--- src/lmpc_pkg.sv ---
// lmpc_pkg: shared constants, types and field layouts of the load module panel control
// assumes a 125 MHz system clock and an axi4-lite register bus of 32-bit data
package lmpc_pkg;

  localparam int unsigned clk_hz = 125_000_000;
  localparam int unsigned long_press_ms = 2500;
  localparam int unsigned long_press_cycles = (clk_hz / 1000) * long_press_ms;
  localparam int unsigned debounce_us = 10_000;
  localparam int unsigned debounce_cycles = (clk_hz / 1_000_000) * debounce_us;
  localparam int unsigned blink_ms = 250;
  localparam int unsigned blink_cycles = (clk_hz / 1000) * blink_ms;

  localparam logic [7:0] ctrl_offset = 8'h00;
  localparam logic [7:0] level_offset = 8'h04;
  localparam logic [7:0] status_offset = 8'h08;
  localparam logic [7:0] limit_offset = 8'h0C;

  localparam logic [31:0] ctrl_reset = 32'h0000_0000;
  localparam logic [15:0] level_reset = 16'h0000;
  localparam logic [31:0] decerr_data = 32'h0000_0000;
  localparam logic [1:0] resp_okay = 2'b00;
  localparam logic [1:0] resp_slverr = 2'b10;

  // ctrl field positions
  localparam int unsigned ctrl_dual_bit = 0;
  localparam int unsigned ctrl_remap_bit = 1;
  localparam int unsigned ctrl_momentary_bit = 2;
  localparam int unsigned ctrl_ocp_bit = 3;
  localparam int unsigned ctrl_opp_bit = 4;
  localparam int unsigned ctrl_limit_on_bit = 5;
  localparam int unsigned ctrl_mode_lsb = 8;
  localparam int unsigned ctrl_write_level_bit = 12;

  // limit register fields: pass bit per channel
  localparam int unsigned limit_pass_l_bit = 0;
  localparam int unsigned limit_pass_r_bit = 1;

  typedef enum logic [1:0] {
    lmpc_cc = 2'b00,
    lmpc_cr = 2'b01,
    lmpc_cv = 2'b10,
    lmpc_cp = 2'b11
  } lmpc_mode_type;

  typedef enum logic [1:0] {
    lmpc_disp_v_i = 2'b00,
    lmpc_disp_p_i = 2'b01,
    lmpc_disp_v_p = 2'b10
  } lmpc_disp_type;

  typedef enum logic [2:0] {
    lmpc_ch_l = 3'b000,
    lmpc_ch_r = 3'b001,
    lmpc_ch_both_v = 3'b010,
    lmpc_ch_both_i = 3'b011,
    lmpc_ch_both_p = 3'b100
  } lmpc_chan_type;

  typedef struct packed {
    logic select_key;
    logic quantity_key;
    logic short_key;
    logic load_key;
  } lmpc_keys_type;

  typedef struct packed {
    logic select_led;
    logic quantity_led;
    logic short_led;
    logic load_led;
    logic [3:0] mode_led;
    logic pass_green;
    logic pass_red;
    logic chan_l_led;
    logic chan_r_led;
  } lmpc_leds_type;

endpackage

--- src/lmpc_top.sv ---
// lmpc_top: front panel control of a load module, single or dual channel panel
// assumes asynchronous key and knob pins, axi4-lite register access on clk, sys_rst synchronous
`timescale 1ns/1ps

module lmpc_top #(
  parameter int unsigned long_press = lmpc_pkg::long_press_cycles,
  parameter int unsigned debounce = lmpc_pkg::debounce_cycles,
  parameter int unsigned blink = lmpc_pkg::blink_cycles,
  parameter int unsigned digits = 5
) (
  // clock and reset
  input wire logic clk,
  input wire logic sys_rst,
  // panel pins
  input wire lmpc_pkg::lmpc_keys_type key_pins,
  input wire logic knob_a,
  input wire logic knob_b,
  output lmpc_pkg::lmpc_leds_type leds,
  output logic [2:0] digit_cursor,
  output logic digit_blink_on,
  output lmpc_pkg::lmpc_disp_type display_quantity,
  output lmpc_pkg::lmpc_chan_type channel_sel,
  // load stage controls
  output logic [1:0] input_on,
  output logic [1:0] short_on,
  output logic [1:0] dynamic_on,
  output logic [1:0] level_two,
  output logic protection_test_start,
  output logic [15:0] local_level,
  // axi4-lite slave
  input wire logic [7:0] s_axi_awaddr,
  input wire logic s_axi_awvalid,
  output logic s_axi_awready,
  input wire logic [31:0] s_axi_wdata,
  input wire logic [3:0] s_axi_wstrb,
  input wire logic s_axi_wvalid,
  output logic s_axi_wready,
  output logic [1:0] s_axi_bresp,
  output logic s_axi_bvalid,
  input wire logic s_axi_bready,
  input wire logic [7:0] s_axi_araddr,
  input wire logic s_axi_arvalid,
  output logic s_axi_arready,
  output logic [31:0] s_axi_rdata,
  output logic [1:0] s_axi_rresp,
  output logic s_axi_rvalid,
  input wire logic s_axi_rready
);

  ////////////////////////////////////////////////////////////////////////////
  // register file
  logic [31:0] ctrl;
  logic [15:0] level_setting;
  logic [1:0] limit_pass;
  logic level_written;
  logic [7:0] aw_addr;
  logic aw_held;
  logic [31:0] w_data;
  logic w_held;
  logic [31:0] status_word;

  function automatic logic [31:0] strobe_merge(input logic [31:0] old, input logic [31:0] nw,
                                               input logic [3:0] strb);
    logic [31:0] res;
    res = old;
    for (int i = 0; i < 4; i++) begin
      if (strb[i]) begin
        res[i*8 +: 8] = nw[i*8 +: 8];
      end
    end
    return res;
  endfunction

  assign s_axi_awready = ~aw_held & ~s_axi_bvalid;
  assign s_axi_wready = ~w_held & ~s_axi_bvalid;
  assign s_axi_arready = ~s_axi_rvalid;

  logic [3:0] w_strb;
  logic do_write;
  logic [7:0] wr_addr;
  logic [31:0] wr_data;
  assign wr_addr = aw_held ? aw_addr : s_axi_awaddr;
  assign wr_data = w_held ? w_data : s_axi_wdata;
  assign do_write = (aw_held | (s_axi_awvalid & s_axi_awready)) & (w_held | (s_axi_wvalid & s_axi_wready));

  always_ff @(posedge clk) begin
    if (sys_rst) begin
      aw_held <= 1'b0;
      w_held <= 1'b0;
      aw_addr <= '0;
      w_data <= '0;
      w_strb <= '0;
    end else if (do_write) begin
      aw_held <= 1'b0;
      w_held <= 1'b0;
    end else begin
      if (s_axi_awvalid & s_axi_awready) begin
        aw_held <= 1'b1;
        aw_addr <= s_axi_awaddr;
      end
      if (s_axi_wvalid & s_axi_wready) begin
        w_held <= 1'b1;
        w_data <= s_axi_wdata;
        w_strb <= s_axi_wstrb;
      end
    end
  end

  logic [3:0] use_strb;
  assign use_strb = w_held ? w_strb : s_axi_wstrb;

  always_ff @(posedge clk) begin
    if (sys_rst) begin
      ctrl <= lmpc_pkg::ctrl_reset;
      level_setting <= lmpc_pkg::level_reset;
      limit_pass <= '0;
      level_written <= 1'b0;
      s_axi_bvalid <= 1'b0;
      s_axi_bresp <= lmpc_pkg::resp_okay;
    end else begin
      level_written <= 1'b0;
      if (s_axi_bvalid & s_axi_bready) begin
        s_axi_bvalid <= 1'b0;
      end
      if (do_write) begin
        s_axi_bvalid <= 1'b1;
        s_axi_bresp <= lmpc_pkg::resp_okay;
        if (wr_addr == lmpc_pkg::ctrl_offset) begin
          ctrl <= strobe_merge(ctrl, wr_data, use_strb);
        end else if (wr_addr == lmpc_pkg::level_offset) begin
          level_setting <= 16'(strobe_merge({16'h0000, level_setting}, wr_data, use_strb));
          level_written <= 1'b1;
        end else if (wr_addr == lmpc_pkg::limit_offset) begin
          limit_pass <= wr_data[1:0];
        end else if (wr_addr != lmpc_pkg::status_offset) begin
          s_axi_bresp <= lmpc_pkg::resp_slverr;
        end
      end
    end
  end

  always_ff @(posedge clk) begin
    if (sys_rst) begin
      s_axi_rvalid <= 1'b0;
      s_axi_rdata <= lmpc_pkg::decerr_data;
      s_axi_rresp <= lmpc_pkg::resp_okay;
    end else if (s_axi_arvalid & s_axi_arready) begin
      s_axi_rvalid <= 1'b1;
      s_axi_rresp <= lmpc_pkg::resp_okay;
      if (s_axi_araddr == lmpc_pkg::ctrl_offset) begin
        s_axi_rdata <= ctrl;
      end else if (s_axi_araddr == lmpc_pkg::level_offset) begin
        s_axi_rdata <= {16'h0000, local_level};
      end else if (s_axi_araddr == lmpc_pkg::status_offset) begin
        s_axi_rdata <= status_word;
      end else if (s_axi_araddr == lmpc_pkg::limit_offset) begin
        s_axi_rdata <= {30'h0000_0000, limit_pass};
      end else begin
        s_axi_rdata <= lmpc_pkg::decerr_data;
        s_axi_rresp <= lmpc_pkg::resp_slverr;
      end
    end else if (s_axi_rready) begin
      s_axi_rvalid <= 1'b0;
    end
  end

  logic dual;
  logic remap;
  logic momentary;
  logic test_mode;
  logic limit_on;
  lmpc_pkg::lmpc_mode_type op_mode;
  assign dual = ctrl[lmpc_pkg::ctrl_dual_bit];
  assign remap = ctrl[lmpc_pkg::ctrl_remap_bit];
  assign momentary = ctrl[lmpc_pkg::ctrl_momentary_bit];
  assign test_mode = ctrl[lmpc_pkg::ctrl_ocp_bit] | ctrl[lmpc_pkg::ctrl_opp_bit];
  assign limit_on = ctrl[lmpc_pkg::ctrl_limit_on_bit];
  assign op_mode = lmpc_pkg::lmpc_mode_type'(ctrl[lmpc_pkg::ctrl_mode_lsb +: 2]);

  ////////////////////////////////////////////////////////////////////////////
  // keys and knob inputs
  logic [3:0] key_level;
  logic [3:0] key_press;
  logic [3:0] key_release;
  logic [3:0] key_raw;
  assign key_raw = key_pins;

  for (genvar k = 0; k < 4; k++) begin : g_key
    lmpc_debounce #(.stable_cycles(debounce)) u_db (
      .clk(clk),
      .sys_rst(sys_rst),
      .pin(key_raw[k]),
      .level(key_level[k]),
      .press(key_press[k]),
      .release_pulse(key_release[k])
    );
  end

  // index 3 select, 2 quantity, 1 short, 0 load
  logic knob_a_s0;
  logic knob_a_s1;
  logic knob_a_d;
  logic knob_b_s0;
  logic knob_b_s1;
  always_ff @(posedge clk) begin
    if (sys_rst) begin
      knob_a_s0 <= 1'b0;
      knob_a_s1 <= 1'b0;
      knob_a_d <= 1'b0;
      knob_b_s0 <= 1'b0;
      knob_b_s1 <= 1'b0;
    end else begin
      knob_a_s0 <= knob_a;
      knob_a_s1 <= knob_a_s0;
      knob_a_d <= knob_a_s1;
      knob_b_s0 <= knob_b;
      knob_b_s1 <= knob_b_s0;
    end
  end
  // one detent per rising edge of phase a; phase b decides the direction
  logic knob_step;
  logic knob_cw;
  assign knob_step = knob_a_s1 & ~knob_a_d;
  assign knob_cw = ~knob_b_s1;

  ////////////////////////////////////////////////////////////////////////////
  // long press timer on the select key
  logic [31:0] hold_count;
  logic long_fired;
  logic long_event;
  always_ff @(posedge clk) begin
    if (sys_rst) begin
      hold_count <= '0;
      long_fired <= 1'b0;
    end else if (!key_level[3]) begin
      hold_count <= '0;
      long_fired <= 1'b0;
    end else if (!long_fired) begin
      if (hold_count >= 32'(long_press - 1)) begin
        long_fired <= 1'b1;
      end else begin
        hold_count <= hold_count + 32'd1;
      end
    end
  end
  assign long_event = key_level[3] & ~long_fired & (hold_count >= 32'(long_press - 1));
  // a short select press acts on release, so a long hold never also toggles
  logic select_short;
  assign select_short = key_release[3] & ~long_fired;

  ////////////////////////////////////////////////////////////////////////////
  // panel state
  logic both;
  logic ch;
  logic fixed_mode;
  assign both = (channel_sel != lmpc_pkg::lmpc_ch_l) && (channel_sel != lmpc_pkg::lmpc_ch_r);
  assign ch = dual && (channel_sel == lmpc_pkg::lmpc_ch_r);
  logic accept;
  assign accept = ~(dual & both);

  always_ff @(posedge clk) begin
    if (sys_rst) begin
      channel_sel <= lmpc_pkg::lmpc_ch_l;
    end else if (dual && select_short && !fixed_mode) begin
      case (channel_sel)
        lmpc_pkg::lmpc_ch_l: channel_sel <= lmpc_pkg::lmpc_ch_r;
        lmpc_pkg::lmpc_ch_r: channel_sel <= lmpc_pkg::lmpc_ch_both_v;
        lmpc_pkg::lmpc_ch_both_v: channel_sel <= lmpc_pkg::lmpc_ch_both_i;
        lmpc_pkg::lmpc_ch_both_i: channel_sel <= lmpc_pkg::lmpc_ch_both_p;
        default: channel_sel <= lmpc_pkg::lmpc_ch_l;
      endcase
    end
  end

  always_ff @(posedge clk) begin
    if (sys_rst) begin
      input_on <= '0;
    end else if (accept && key_press[0]) begin
      input_on[ch] <= ~input_on[ch];
    end
  end

  always_ff @(posedge clk) begin
    if (sys_rst) begin
      level_two <= '0;
    end else if (dual) begin
      level_two <= '0;
    end else if (select_short && !fixed_mode) begin
      level_two[0] <= ~level_two[0];
    end
  end

  always_ff @(posedge clk) begin
    if (sys_rst) begin
      display_quantity <= lmpc_pkg::lmpc_disp_v_i;
    end else if (accept && !remap && key_press[2]) begin
      case (display_quantity)
        lmpc_pkg::lmpc_disp_v_i: display_quantity <= lmpc_pkg::lmpc_disp_p_i;
        lmpc_pkg::lmpc_disp_p_i: display_quantity <= lmpc_pkg::lmpc_disp_v_p;
        default: display_quantity <= lmpc_pkg::lmpc_disp_v_i;
      endcase
    end
  end

  always_ff @(posedge clk) begin
    if (sys_rst) begin
      dynamic_on <= '0;
    end else if (accept && remap && !fixed_mode && key_press[2] && op_mode == lmpc_pkg::lmpc_cc) begin
      dynamic_on[ch] <= ~dynamic_on[ch];
    end
  end

  // short: toggle or momentary; any short drops when the input goes off
  always_ff @(posedge clk) begin
    if (sys_rst) begin
      short_on <= '0;
      protection_test_start <= 1'b0;
    end else begin
      protection_test_start <= 1'b0;
      for (int c = 0; c < 2; c++) begin
        if (!input_on[c]) begin
          short_on[c] <= 1'b0;
        end
      end
      if (accept && input_on[ch]) begin
        if (key_press[1] && test_mode) begin
          protection_test_start <= 1'b1;
        end else if (momentary && !test_mode) begin
          short_on[ch] <= key_level[1];
        end else if (key_press[1] && !test_mode) begin
          short_on[ch] <= ~short_on[ch];
        end
      end
    end
  end

  ////////////////////////////////////////////////////////////////////////////
  // fixed digit mode and knob
  always_ff @(posedge clk) begin
    if (sys_rst) begin
      fixed_mode <= 1'b0;
      digit_cursor <= '0;
    end else if (accept && long_event && (input_on[ch] || fixed_mode)) begin
      fixed_mode <= ~fixed_mode;
      digit_cursor <= '0;
    end else if (fixed_mode && accept) begin
      if (select_short && digit_cursor < 3'(digits - 1)) begin
        digit_cursor <= digit_cursor + 3'd1;
      end else if (key_press[2] && remap && digit_cursor != 3'd0) begin
        digit_cursor <= digit_cursor - 3'd1;
      end
    end
  end

  logic [24:0] blink_count;
  always_ff @(posedge clk) begin
    if (sys_rst) begin
      blink_count <= '0;
      digit_blink_on <= 1'b0;
    end else if (!fixed_mode) begin
      blink_count <= '0;
      digit_blink_on <= 1'b0;
    end else if (blink_count >= 25'(blink - 1)) begin
      blink_count <= '0;
      digit_blink_on <= ~digit_blink_on;
    end else begin
      blink_count <= blink_count + 25'd1;
    end
  end

  function automatic logic [15:0] pow10(input logic [2:0] d);
    case (d)
      3'd0: return 16'h0001;
      3'd1: return 16'h000A;
      3'd2: return 16'h0064;
      3'd3: return 16'h03E8;
      default: return 16'h2710;
    endcase
  endfunction

  logic [15:0] step;
  assign step = fixed_mode ? pow10(digit_cursor) : 16'h0001;

  always_ff @(posedge clk) begin
    if (sys_rst) begin
      local_level <= lmpc_pkg::level_reset;
    end else if (level_written) begin
      local_level <= level_setting;
    end else if (accept && knob_step && input_on[ch]) begin
      if (knob_cw) begin
        local_level <= (local_level > 16'hFFFF - step) ? 16'hFFFF : local_level + step;
      end else begin
        local_level <= (local_level < step) ? 16'h0000 : local_level - step;
      end
    end
  end

  ////////////////////////////////////////////////////////////////////////////
  // indicators
  logic pass_all;
  assign pass_all = (dual && both) ? &limit_pass : limit_pass[ch];
  always_ff @(posedge clk) begin
    if (sys_rst) begin
      leds <= '0;
    end else begin
      leds.select_led <= ~dual & ~level_two[0];
      leds.quantity_led <= remap & dynamic_on[ch] & accept;
      leds.short_led <= short_on[ch] & accept;
      leds.load_led <= dual ? |input_on : input_on[0];
      leds.mode_led <= accept ? (4'h1 << op_mode) : 4'h0;
      leds.pass_green <= limit_on & pass_all;
      leds.pass_red <= limit_on & ~pass_all;
      leds.chan_l_led <= dual & (channel_sel != lmpc_pkg::lmpc_ch_r);
      leds.chan_r_led <= dual & (channel_sel != lmpc_pkg::lmpc_ch_l);
    end
  end

  assign status_word = {17'h0_0000, fixed_mode, digit_cursor, channel_sel, display_quantity,
                        dynamic_on, short_on, input_on};

endmodule

--- src/lmpc_debounce.sv ---
// lmpc_debounce: synchronises and debounces one key pin, gives level and press and release pulses
// assumes key pins are asynchronous and active high
`timescale 1ns/1ps

module lmpc_debounce #(
  parameter int unsigned stable_cycles = lmpc_pkg::debounce_cycles
) (
  // clock and reset
  input wire logic clk,
  input wire logic sys_rst,
  // raw pin
  input wire logic pin,
  // debounced key
  output logic level,
  output logic press,
  output logic release_pulse
);

  logic sync_a;
  logic sync_b;
  logic [23:0] count;

  always_ff @(posedge clk) begin
    if (sys_rst) begin
      sync_a <= 1'b0;
      sync_b <= 1'b0;
    end else begin
      sync_a <= pin;
      sync_b <= sync_a;
    end
  end

  // level changes only after the pin has held its new value for the whole window
  always_ff @(posedge clk) begin
    if (sys_rst) begin
      count <= '0;
      level <= 1'b0;
      press <= 1'b0;
      release_pulse <= 1'b0;
    end else begin
      press <= 1'b0;
      release_pulse <= 1'b0;
      if (sync_b == level) begin
        count <= '0;
      end else if (count >= 24'(stable_cycles - 1)) begin
        count <= '0;
        level <= sync_b;
        press <= sync_b;
        release_pulse <= ~sync_b;
      end else begin
        count <= count + 24'd1;
      end
    end
  end

endmodule

--- config.mk ---
export PLATFORM = sky130hd
export DESIGN_NAME = lmpc_top
export DESIGN_NICKNAME = d
export VERILOG_FILES = /design/src/lmpc_pkg.sv /design/src/lmpc_top.sv /design/src/lmpc_debounce.sv
export SDC_FILE = /design/constraint.sdc
export NUM_CORES = 1
export LEC_CHECK = 0
export ABC_AREA = 1
export CAP_MARGIN = 15
export CORE_MARGIN = 4
export CORE_UTILIZATION = 34
export DETAILED_ROUTE_END_ITERATION = 8
export DONT_BUFFER_PORTS = 1
export GPL_ROUTABILITY_DRIVEN = 0
export SYNTH_ARGS = -nofsm -noshare
export SYNTH_HDL_FRONTEND = slang
export SYNTH_SLANG_ARGS = --single-unit
--- constraint.sdc ---
create_clock -name clk -period 4.8 [get_ports clk]
set_input_delay 0.96 -clock clk [delete_from_list [all_inputs] [get_ports clk]]
set_output_delay 0.96 -clock clk [all_outputs]
set_load 0.01 [all_outputs]
==> flow_metrics.env, run 1 <==
export IMPL_ys_types=45
export IMPL_grt_ovfl_total=0
export IMPL_ys_dominant_reg_cell="dfxtp_1"
export IMPL_final_cells=3326
export IMPL_track_usage=0.173
export IMPL_fin_ws_ps=583
export IMPL_cts_buffers=42
export IMPL_rr_worst_depth=16
export IMPL_h_tree_depth=2
export IMPL_grt_pass1_wl_um=79900
export IMPL_synth_seq_cells=354
export IMPL_r2r_end="local_level[12]"
export IMPL_root_buffer="clkbuf_16"
export IMPL_p_switching_w=0.00154
export IMPL_min_period_ps=4220
export IMPL_p_int_w=0.00494
export IMPL_netlist_instances=2640
export IMPL_syn_area_um2=17800
export IMPL_die_height_um=237
export IMPL_period_share=0.878
export IMPL_finalSetupTns_ps=0
export IMPL_setup_viol=0
export IMPL_min_path_type="reg2reg"
export IMPL_cts_resized=0
export IMPL_report_final_slew_viol_count=0
export IMPL_dieArea_um2=56100
export IMPL_grt_start_max_net_pins=88
export IMPL_max_freq_ghz=0.237
export IMPL_wl_per_cell_um=15.2
export IMPL_synth_top_family_by_area="simple AND/OR/NAND/NOR gates"
export IMPL_clock_skew_ps=37.4
export IMPL_rrSetupSlack_ps=580
export IMPL_tritoncts="yes"
export IMPL_core_area_um2=51600
export IMPL_yosys_area_share_adder=0.0304
export IMPL_synth_simple_area_share=0.323
export IMPL_antenna_found_initial=2
export IMPL_startpoint_type="flop"
export IMPL_maxCapViolations=0
export IMPL_cts_hold_repair_buffers=0
export IMPL_p_per_area_nw_per_um2=328
export IMPL_fillerInstances=5385
export IMPL_clkLatencyLatePin_ps=580
export IMPL_switching_share=0.238
export IMPL_drt_iter0_markers=1369
export IMPL_worst_setup_path_type="reg2reg"
export IMPL_clk_path_buf_depth=3
export IMPL_seq_power_share=0.474
export IMPL_cp_startpoint="digit_cursor[0]"
export IMPL_worstMarginPinSlew_ps=1070
export IMPL_drc=0
export IMPL_vias=16465
export IMPL_synthMuxAreaShare=0.0101
export IMPL_post_cts_buffers=0
export IMPL_drive_gt1_frac=0.0424
export IMPL_wirelength_um=50500
export IMPL_rows=83
export IMPL_hold_path_end="g_key[1].u_db.sync_b"
export IMPL_combPwrFrac=0.046
export IMPL_p_clk_frac=0.481
export IMPL_whs_path_depth=2
export IMPL_start_util=0.345
export IMPL_portBuffers=0
export IMPL_grt_pass1_vias=14978
export IMPL_dpl_cell_count=3247
export IMPL_vias_per_cell=4.95
export IMPL_slew_headroom=0.286
export IMPL_status="finished, final reports clean"
export IMPL_crit_arrival_ps=4700
export IMPL_ioPinCount=152
export IMPL_cts_reportedPaths_clkPinSlew_ps=60
export IMPL_rsz0062_at_grt="false"
export IMPL_area_growth_pct=11.0
export IMPL_ys_seq_area_frac=0.398
export IMPL_hold_path_startpoint="g_key[1].u_db.sync_a"
export IMPL_synth_warnings=0
export IMPL_synth_compound_area_share=0.105
export IMPL_finalHoldViolations=0
export IMPL_place_ws_ps=606
export IMPL_cp_required_ps=5280
export IMPL_cts_sinks=354
export IMPL_syn_avg_cell_area_um2=6.74
export IMPL_ant_nets=0
export IMPL_hpwl_um=37400
export IMPL_ir_drop_v=0.000264
export IMPL_postSynth_asyncResetShare=0
export IMPL_r2r_start="digit_cursor[0]"
export IMPL_nNetsFinal=2718
export IMPL_synth_edf_count=0
export IMPL_synthXorXnorAreaFrac=0.0408
export IMPL_critPathCaptureType="flop"
export IMPL_die_x_um=237
export IMPL_worstPathMaxFanout=15
export IMPL_p_leak_nw=7.71
export IMPL_drt_pass1_iter_count=8
[power groups by stage]
stage	Combinational, W	Clock [W]	Sequential (W)
finish	0.000297	0.00312	0.00307
global route	0.000341	0.00333	0.00308
CTS	0.000299	0.00321	0.00307
detailed placement	0.000299	0	0.00313
global placement	0.000290	0	0.00313
floorplan	0.000237	0	0.00312
[registers in the layout, summed over array words and instances (netlist names), 2 cells and up]
register,cells
leds,12
display_quantity,2
input_on,2
short_on,2
g_key.u_db.sync_a,4
s_axi_rdata,32
dynamic_on,2
ctrl,32
limit_pass,2
aw_addr,8
g_key.u_db.level,4
local_level,16
blink_count,25
channel_sel,3
digit_cursor,3
g_key.u_db.sync_b,4
level_setting,16
g_key.u_db.press,3
w_data,32
g_key.u_db.count,96
hold_count,32
w_strb,4
[cells in the mapped netlist, types with 18 or more instances]
master	count	area, um2
a21oi_1	181	906
clkbuf_1	80	300
dfxtp_1	354	7090
ha_1	40	500
inv_1	333	1250
mux2i_1	18	180
nand2_1	637	2390
nand3_1	111	556
nand4_1	63	394
nor2_1	396	1490
nor3_1	75	375
nor4_1	21	131
o21ai_0	114	571
or2_2	26	163
xnor2_1	20	175
xor2_1	63	552
[final cells by class]
type,instances,area (um2),area share
antenna,4,10.0,0.000506
clock buffer,58,1180,0.0598
tap,680,851,0.0430
sequential,354,7090,0.359
multi-input combinational,1866,9130,0.462
timing repair buffer,10,75.1,0.00380
inverter,337,1270,0.0641
clock inverter,17,166,0.00842
[critical path, cell delays in order, from the launching register on]
cell	delay, ps
dfxtp_1	520
inv_1	210
ha_1	260
a21oi_1	190
nand3_1	90
nor2_1	390
inv_1	220
ha_1	540
nand2_1	170
nor2_1	190
and2_1	150
nand2_1	80
a21oi_2	690
nand2_1	150
nand4_1	150
nand2_1	70
a21oi_1	110
[routing by layer]
layer	part of all wire	GRT usage
met1	0.45	0.233
met2	0.44	0.267
met3	0.083	0.0489
met4	0.029	0.0571
met5	0	0
[per-stage QoR]
step	utilization	hold WS, ps	total power (W)	instance area, um2
2_1_floorplan	-	388	0.00335	17900
3_3_place_gp	0.357	396	0.00342	18400
3_5_place_dp	0.357	400	0.00343	18400
4_1_cts	0.383	409	0.00658	19800
5_1_grt	0.383	427	0.00675	19800
6_report	0.383	403	0.00648	19800
[kinds of logic after synthesis]
logic type / after synthesis
xor gates and xnor gates: 83
and+or+nand+nor: 1362
DFF: 354
AOI/OAI and AO/OA: 346
muxes: 18
other: 1
adders and majority gates: 42
buffers and inverters: 434
[worst max path at each step]
stage / to / cells past startpoint / slack, ps
5_1_grt: local_level[5] / 16 / 270
2_1_floorplan: local_level[3] / 19 / 1650
3_5_place_dp: local_level[2] / 16 / 610
3_3_place_gp: local_level[2] / 16 / 880
6_report: local_level[12] / 16 / 580
4_1_cts: local_level[12] / 16 / 610
[layout by cell type, fill, tap and decap left out, types with 6 or more instances in the layout]
cell / instances
nand2_1: 637
nor2_1: 395
dfxtp_1: 353
inv_1: 333
a21oi_1: 181
o21ai_0: 114
nand3_1: 111
nor3_1: 75
nand4_1: 63
xor2_1: 63
clkbuf_16: 42
ha_1: 40
or2_2: 26
nor4_1: 20
xnor2_1: 20
mux2i_1: 18
conb_1: 15
o221ai_1: 13
nor3b_1: 11
buf_4: 10
clkbuf_1: 9
clkinv_2: 8
a31oi_1: 7
a211oi_1: 7
clkbuf_8: 7
nand3b_1: 6
No activity file was read; power rests on OpenSTA's default activity.
==> run 2, diff against run 1 <==
--- a/config.mk
+++ b/config.mk
@@ -7,11 +7,15 @@
 export LEC_CHECK = 0
 export ABC_AREA = 1
 export CAP_MARGIN = 15
+export CELL_PAD_IN_SITES_DETAIL_PLACEMENT = 2
+export CELL_PAD_IN_SITES_GLOBAL_PLACEMENT = 2
+export CORE_ASPECT_RATIO = 0.8
 export CORE_MARGIN = 4
 export CORE_UTILIZATION = 34
 export DETAILED_ROUTE_END_ITERATION = 8
 export DONT_BUFFER_PORTS = 1
 export GPL_ROUTABILITY_DRIVEN = 0
+export PLACE_DENSITY_LB_ADDON = 0.1
 export SYNTH_ARGS = -nofsm -noshare
 export SYNTH_HDL_FRONTEND = slang
 export SYNTH_SLANG_ARGS = --single-unit
==> run 2 against run 1 <==
Compared with the run above: clock-buffer cell count is 1 higher; register-to-register slack better by 140 ps; sequential power hardly changed; setup slack better by 140 ps; final cell count hardly changed; critical path depth is 1 higher; die area hardly changed; critical path type unchanged; largest power group unchanged.
==> flow_metrics.env, run 2 (synthesis results as in run 1) <==
export IMPL_clkLatencyLatePin_ps=560
export IMPL_drt_iter0_markers=750
export IMPL_grtUsageMet3=0.0599
export IMPL_drc=0
export IMPL_multi_input_area_um2=9130
export IMPL_area_sequential_um2=7090
export IMPL_total_power_w=0.00669
export IMPL_hold_path_startpoint="knob_b_s0"
export IMPL_slew_headroom=0.248
export IMPL_grt_pass1_vias=18386
export IMPL_slowest_delay_ps=510
export IMPL_dieArea_um2=56100
export IMPL_rrSetupSlack_ps=730
export IMPL_core_area_um2=51400
export IMPL_cts_sinks=354
export IMPL_grt_busiest_layer="met2"
export IMPL_status="finished, final reports clean"
export IMPL_critPathCaptureType="flop"
export IMPL_worst_setup_path_type="reg2reg"
export IMPL_fillerInstances=6208
export IMPL_area_growth_pct=11.6
export IMPL_clk_path_buf_depth=3
export IMPL_setup_viol=0
export IMPL_p_leak_nw=7.78
export IMPL_rsz0062_at_grt="false"
export IMPL_wirelength_um=65100
export IMPL_cp_required_ps=5290
export IMPL_largest_reg_flops=96
export IMPL_worstPathMaxFanout=15
export IMPL_start_util=0.346
export IMPL_min_path_type="reg2reg"
export IMPL_portBuffers=0
export IMPL_p_per_area_nw_per_um2=337
export IMPL_num_antenna_cells=0
export IMPL_critPathMostFrequentCell="nand2_1"
export IMPL_die_height_um=213
export IMPL_met1_usage=0.298
export IMPL_post_cts_buffers=0
export IMPL_worst_path_buf_inv=2
export IMPL_root_buffer="clkbuf_16"
export IMPL_cts_resized=0
export IMPL_cp_startpoint="digit_cursor[0]"
export IMPL_clock_skew_ps=11.0
export IMPL_dpl_instance_area_um2=18400
export IMPL_hold_path_end="knob_b_s1"
export IMPL_tritoncts="yes"
export IMPL_ir_drop_v=0.000235
export IMPL_cts_buffers=41
export IMPL_vias_per_cell=5.13
export IMPL_r2r_start="digit_cursor[0]"
export IMPL_max_freq_ghz=0.245
export IMPL_grt_pass1_wl_um=103000
export IMPL_min_period_ps=4070
export IMPL_critPathTopFamily="simple AND/OR/NAND/NOR gates"
export IMPL_startpoint_type="flop"
export IMPL_finalHoldViolations=0
export IMPL_drt_pass1_iter_count=5
export IMPL_report_final_slew_viol_count=0
export IMPL_period_share=0.849
export IMPL_track_usage=0.227
export IMPL_ioPinCount=152
export IMPL_grt_use_met2=0.383
export IMPL_maxCapViolations=0
export IMPL_largest_register="g_key.u_db.count"
export IMPL_grt_ovfl_total=0
export IMPL_die_x_um=264
export IMPL_rr_worst_depth=17
export IMPL_ant_nets=0
export IMPL_holdWs_ps=404
export IMPL_nNetsFinal=2720
export IMPL_grt_start_max_net_pins=88
export IMPL_final_area_um2=19900
export IMPL_cts_hold_repair_buffers=0
export IMPL_r2r_end="local_level[9]"
export IMPL_drive_gt1_frac=0.0454
export IMPL_rows=74
export IMPL_worstMarginPinSlew_ps=1120
export IMPL_crit_chain="inv_1 -> ha_1 -> a21oi_1 -> nand3_1 -> nor2_1 -> nor2_1 -> ha_1 -> nor2_1 -> nand2_1 -> inv_1 -> and2_1 -> nand2_1 -> nand2_1 -> nand3_1 -> nand4_1 -> nand2_1 -> a21oi_1"
export IMPL_antenna_found_initial=2
export IMPL_hpwl_um=48700
export IMPL_whs_path_depth=2
export IMPL_vias=17063
export IMPL_layout_commonest_cell="nand2_1"
export IMPL_critPathSlowestCell="dfxtp_1"
export IMPL_crit_arrival_ps=4560
export IMPL_finalSetupTns_ps=0
export IMPL_final_cell_mix="637 x nand2_1, 395 x nor2_1, 353 x dfxtp_1"
export IMPL_cts_reportedPaths_clkPinSlew_ps=60
export IMPL_h_tree_depth=2
export IMPL_wl_per_cell_um=19.6
==> run 2: worst max-delay path by stage <==
stage,end,slack (ps),depth (start not counted)
detailed placement,local_level[9],790,17
global route,local_level[13],390,17
global placement,local_level[14],970,17
floorplan,local_level[3],1650,19
CTS,local_level[9],760,17
finish,local_level[9],730,17
==> run 2: metal layers <==
layer  wire length (um)  part of all wire  vias to the layer above
li1                   -                 -                     8322
met1              30300              0.46                     8407
met2              29600              0.45                      265
met3               4240             0.065                       67
met4                984             0.015                        2
met5                 13           0.00020                        -
==> run 2: area by class of cell <==
type | count | share of cell area
clock buffers | 59 | 0.0627
multi-input cells | 1866 | 0.459
flip-flops and latches | 354 | 0.357
repair buffers | 13 | 0.00567
inverters | 337 | 0.0637
well taps | 684 | 0.0431
clock inverters | 15 | 0.00875
==> run 2: through the flow <==
stage          setup WS (ps)  std cells  utilization
2_1_floorplan           1650       2654            -
3_3_place_gp             969       3252        0.358
3_5_place_dp             793       3253        0.359
4_1_cts                  765       3327        0.386
5_1_grt                  388       3328        0.387
6_report                 725       3328        0.387
==> run 2: power by group <==
group | total (W) | switching [W] | internal (W)
sequential | 0.00307 | 0.0000564 | 0.00302
combinational | 0.000328 | 0.000239 | 0.0000884
clock | 0.00329 | 0.00132 | 0.00197
total | 0.00669 | 0.00162 | 0.00507
==> run 2: worst reg2reg max path: stages, from the launching register on <==
cell,delay [ps]
dfxtp_1,510
inv_1,210
ha_1,270
a21oi_1,230
nand3_1,130
nor2_1,350
nor2_1,170
ha_1,440
nor2_1,230
nand2_1,100
inv_1,80
and2_1,160
nand2_1,70
nand2_1,70
nand3_1,470
nand4_1,300
nand2_1,70
a21oi_1,130
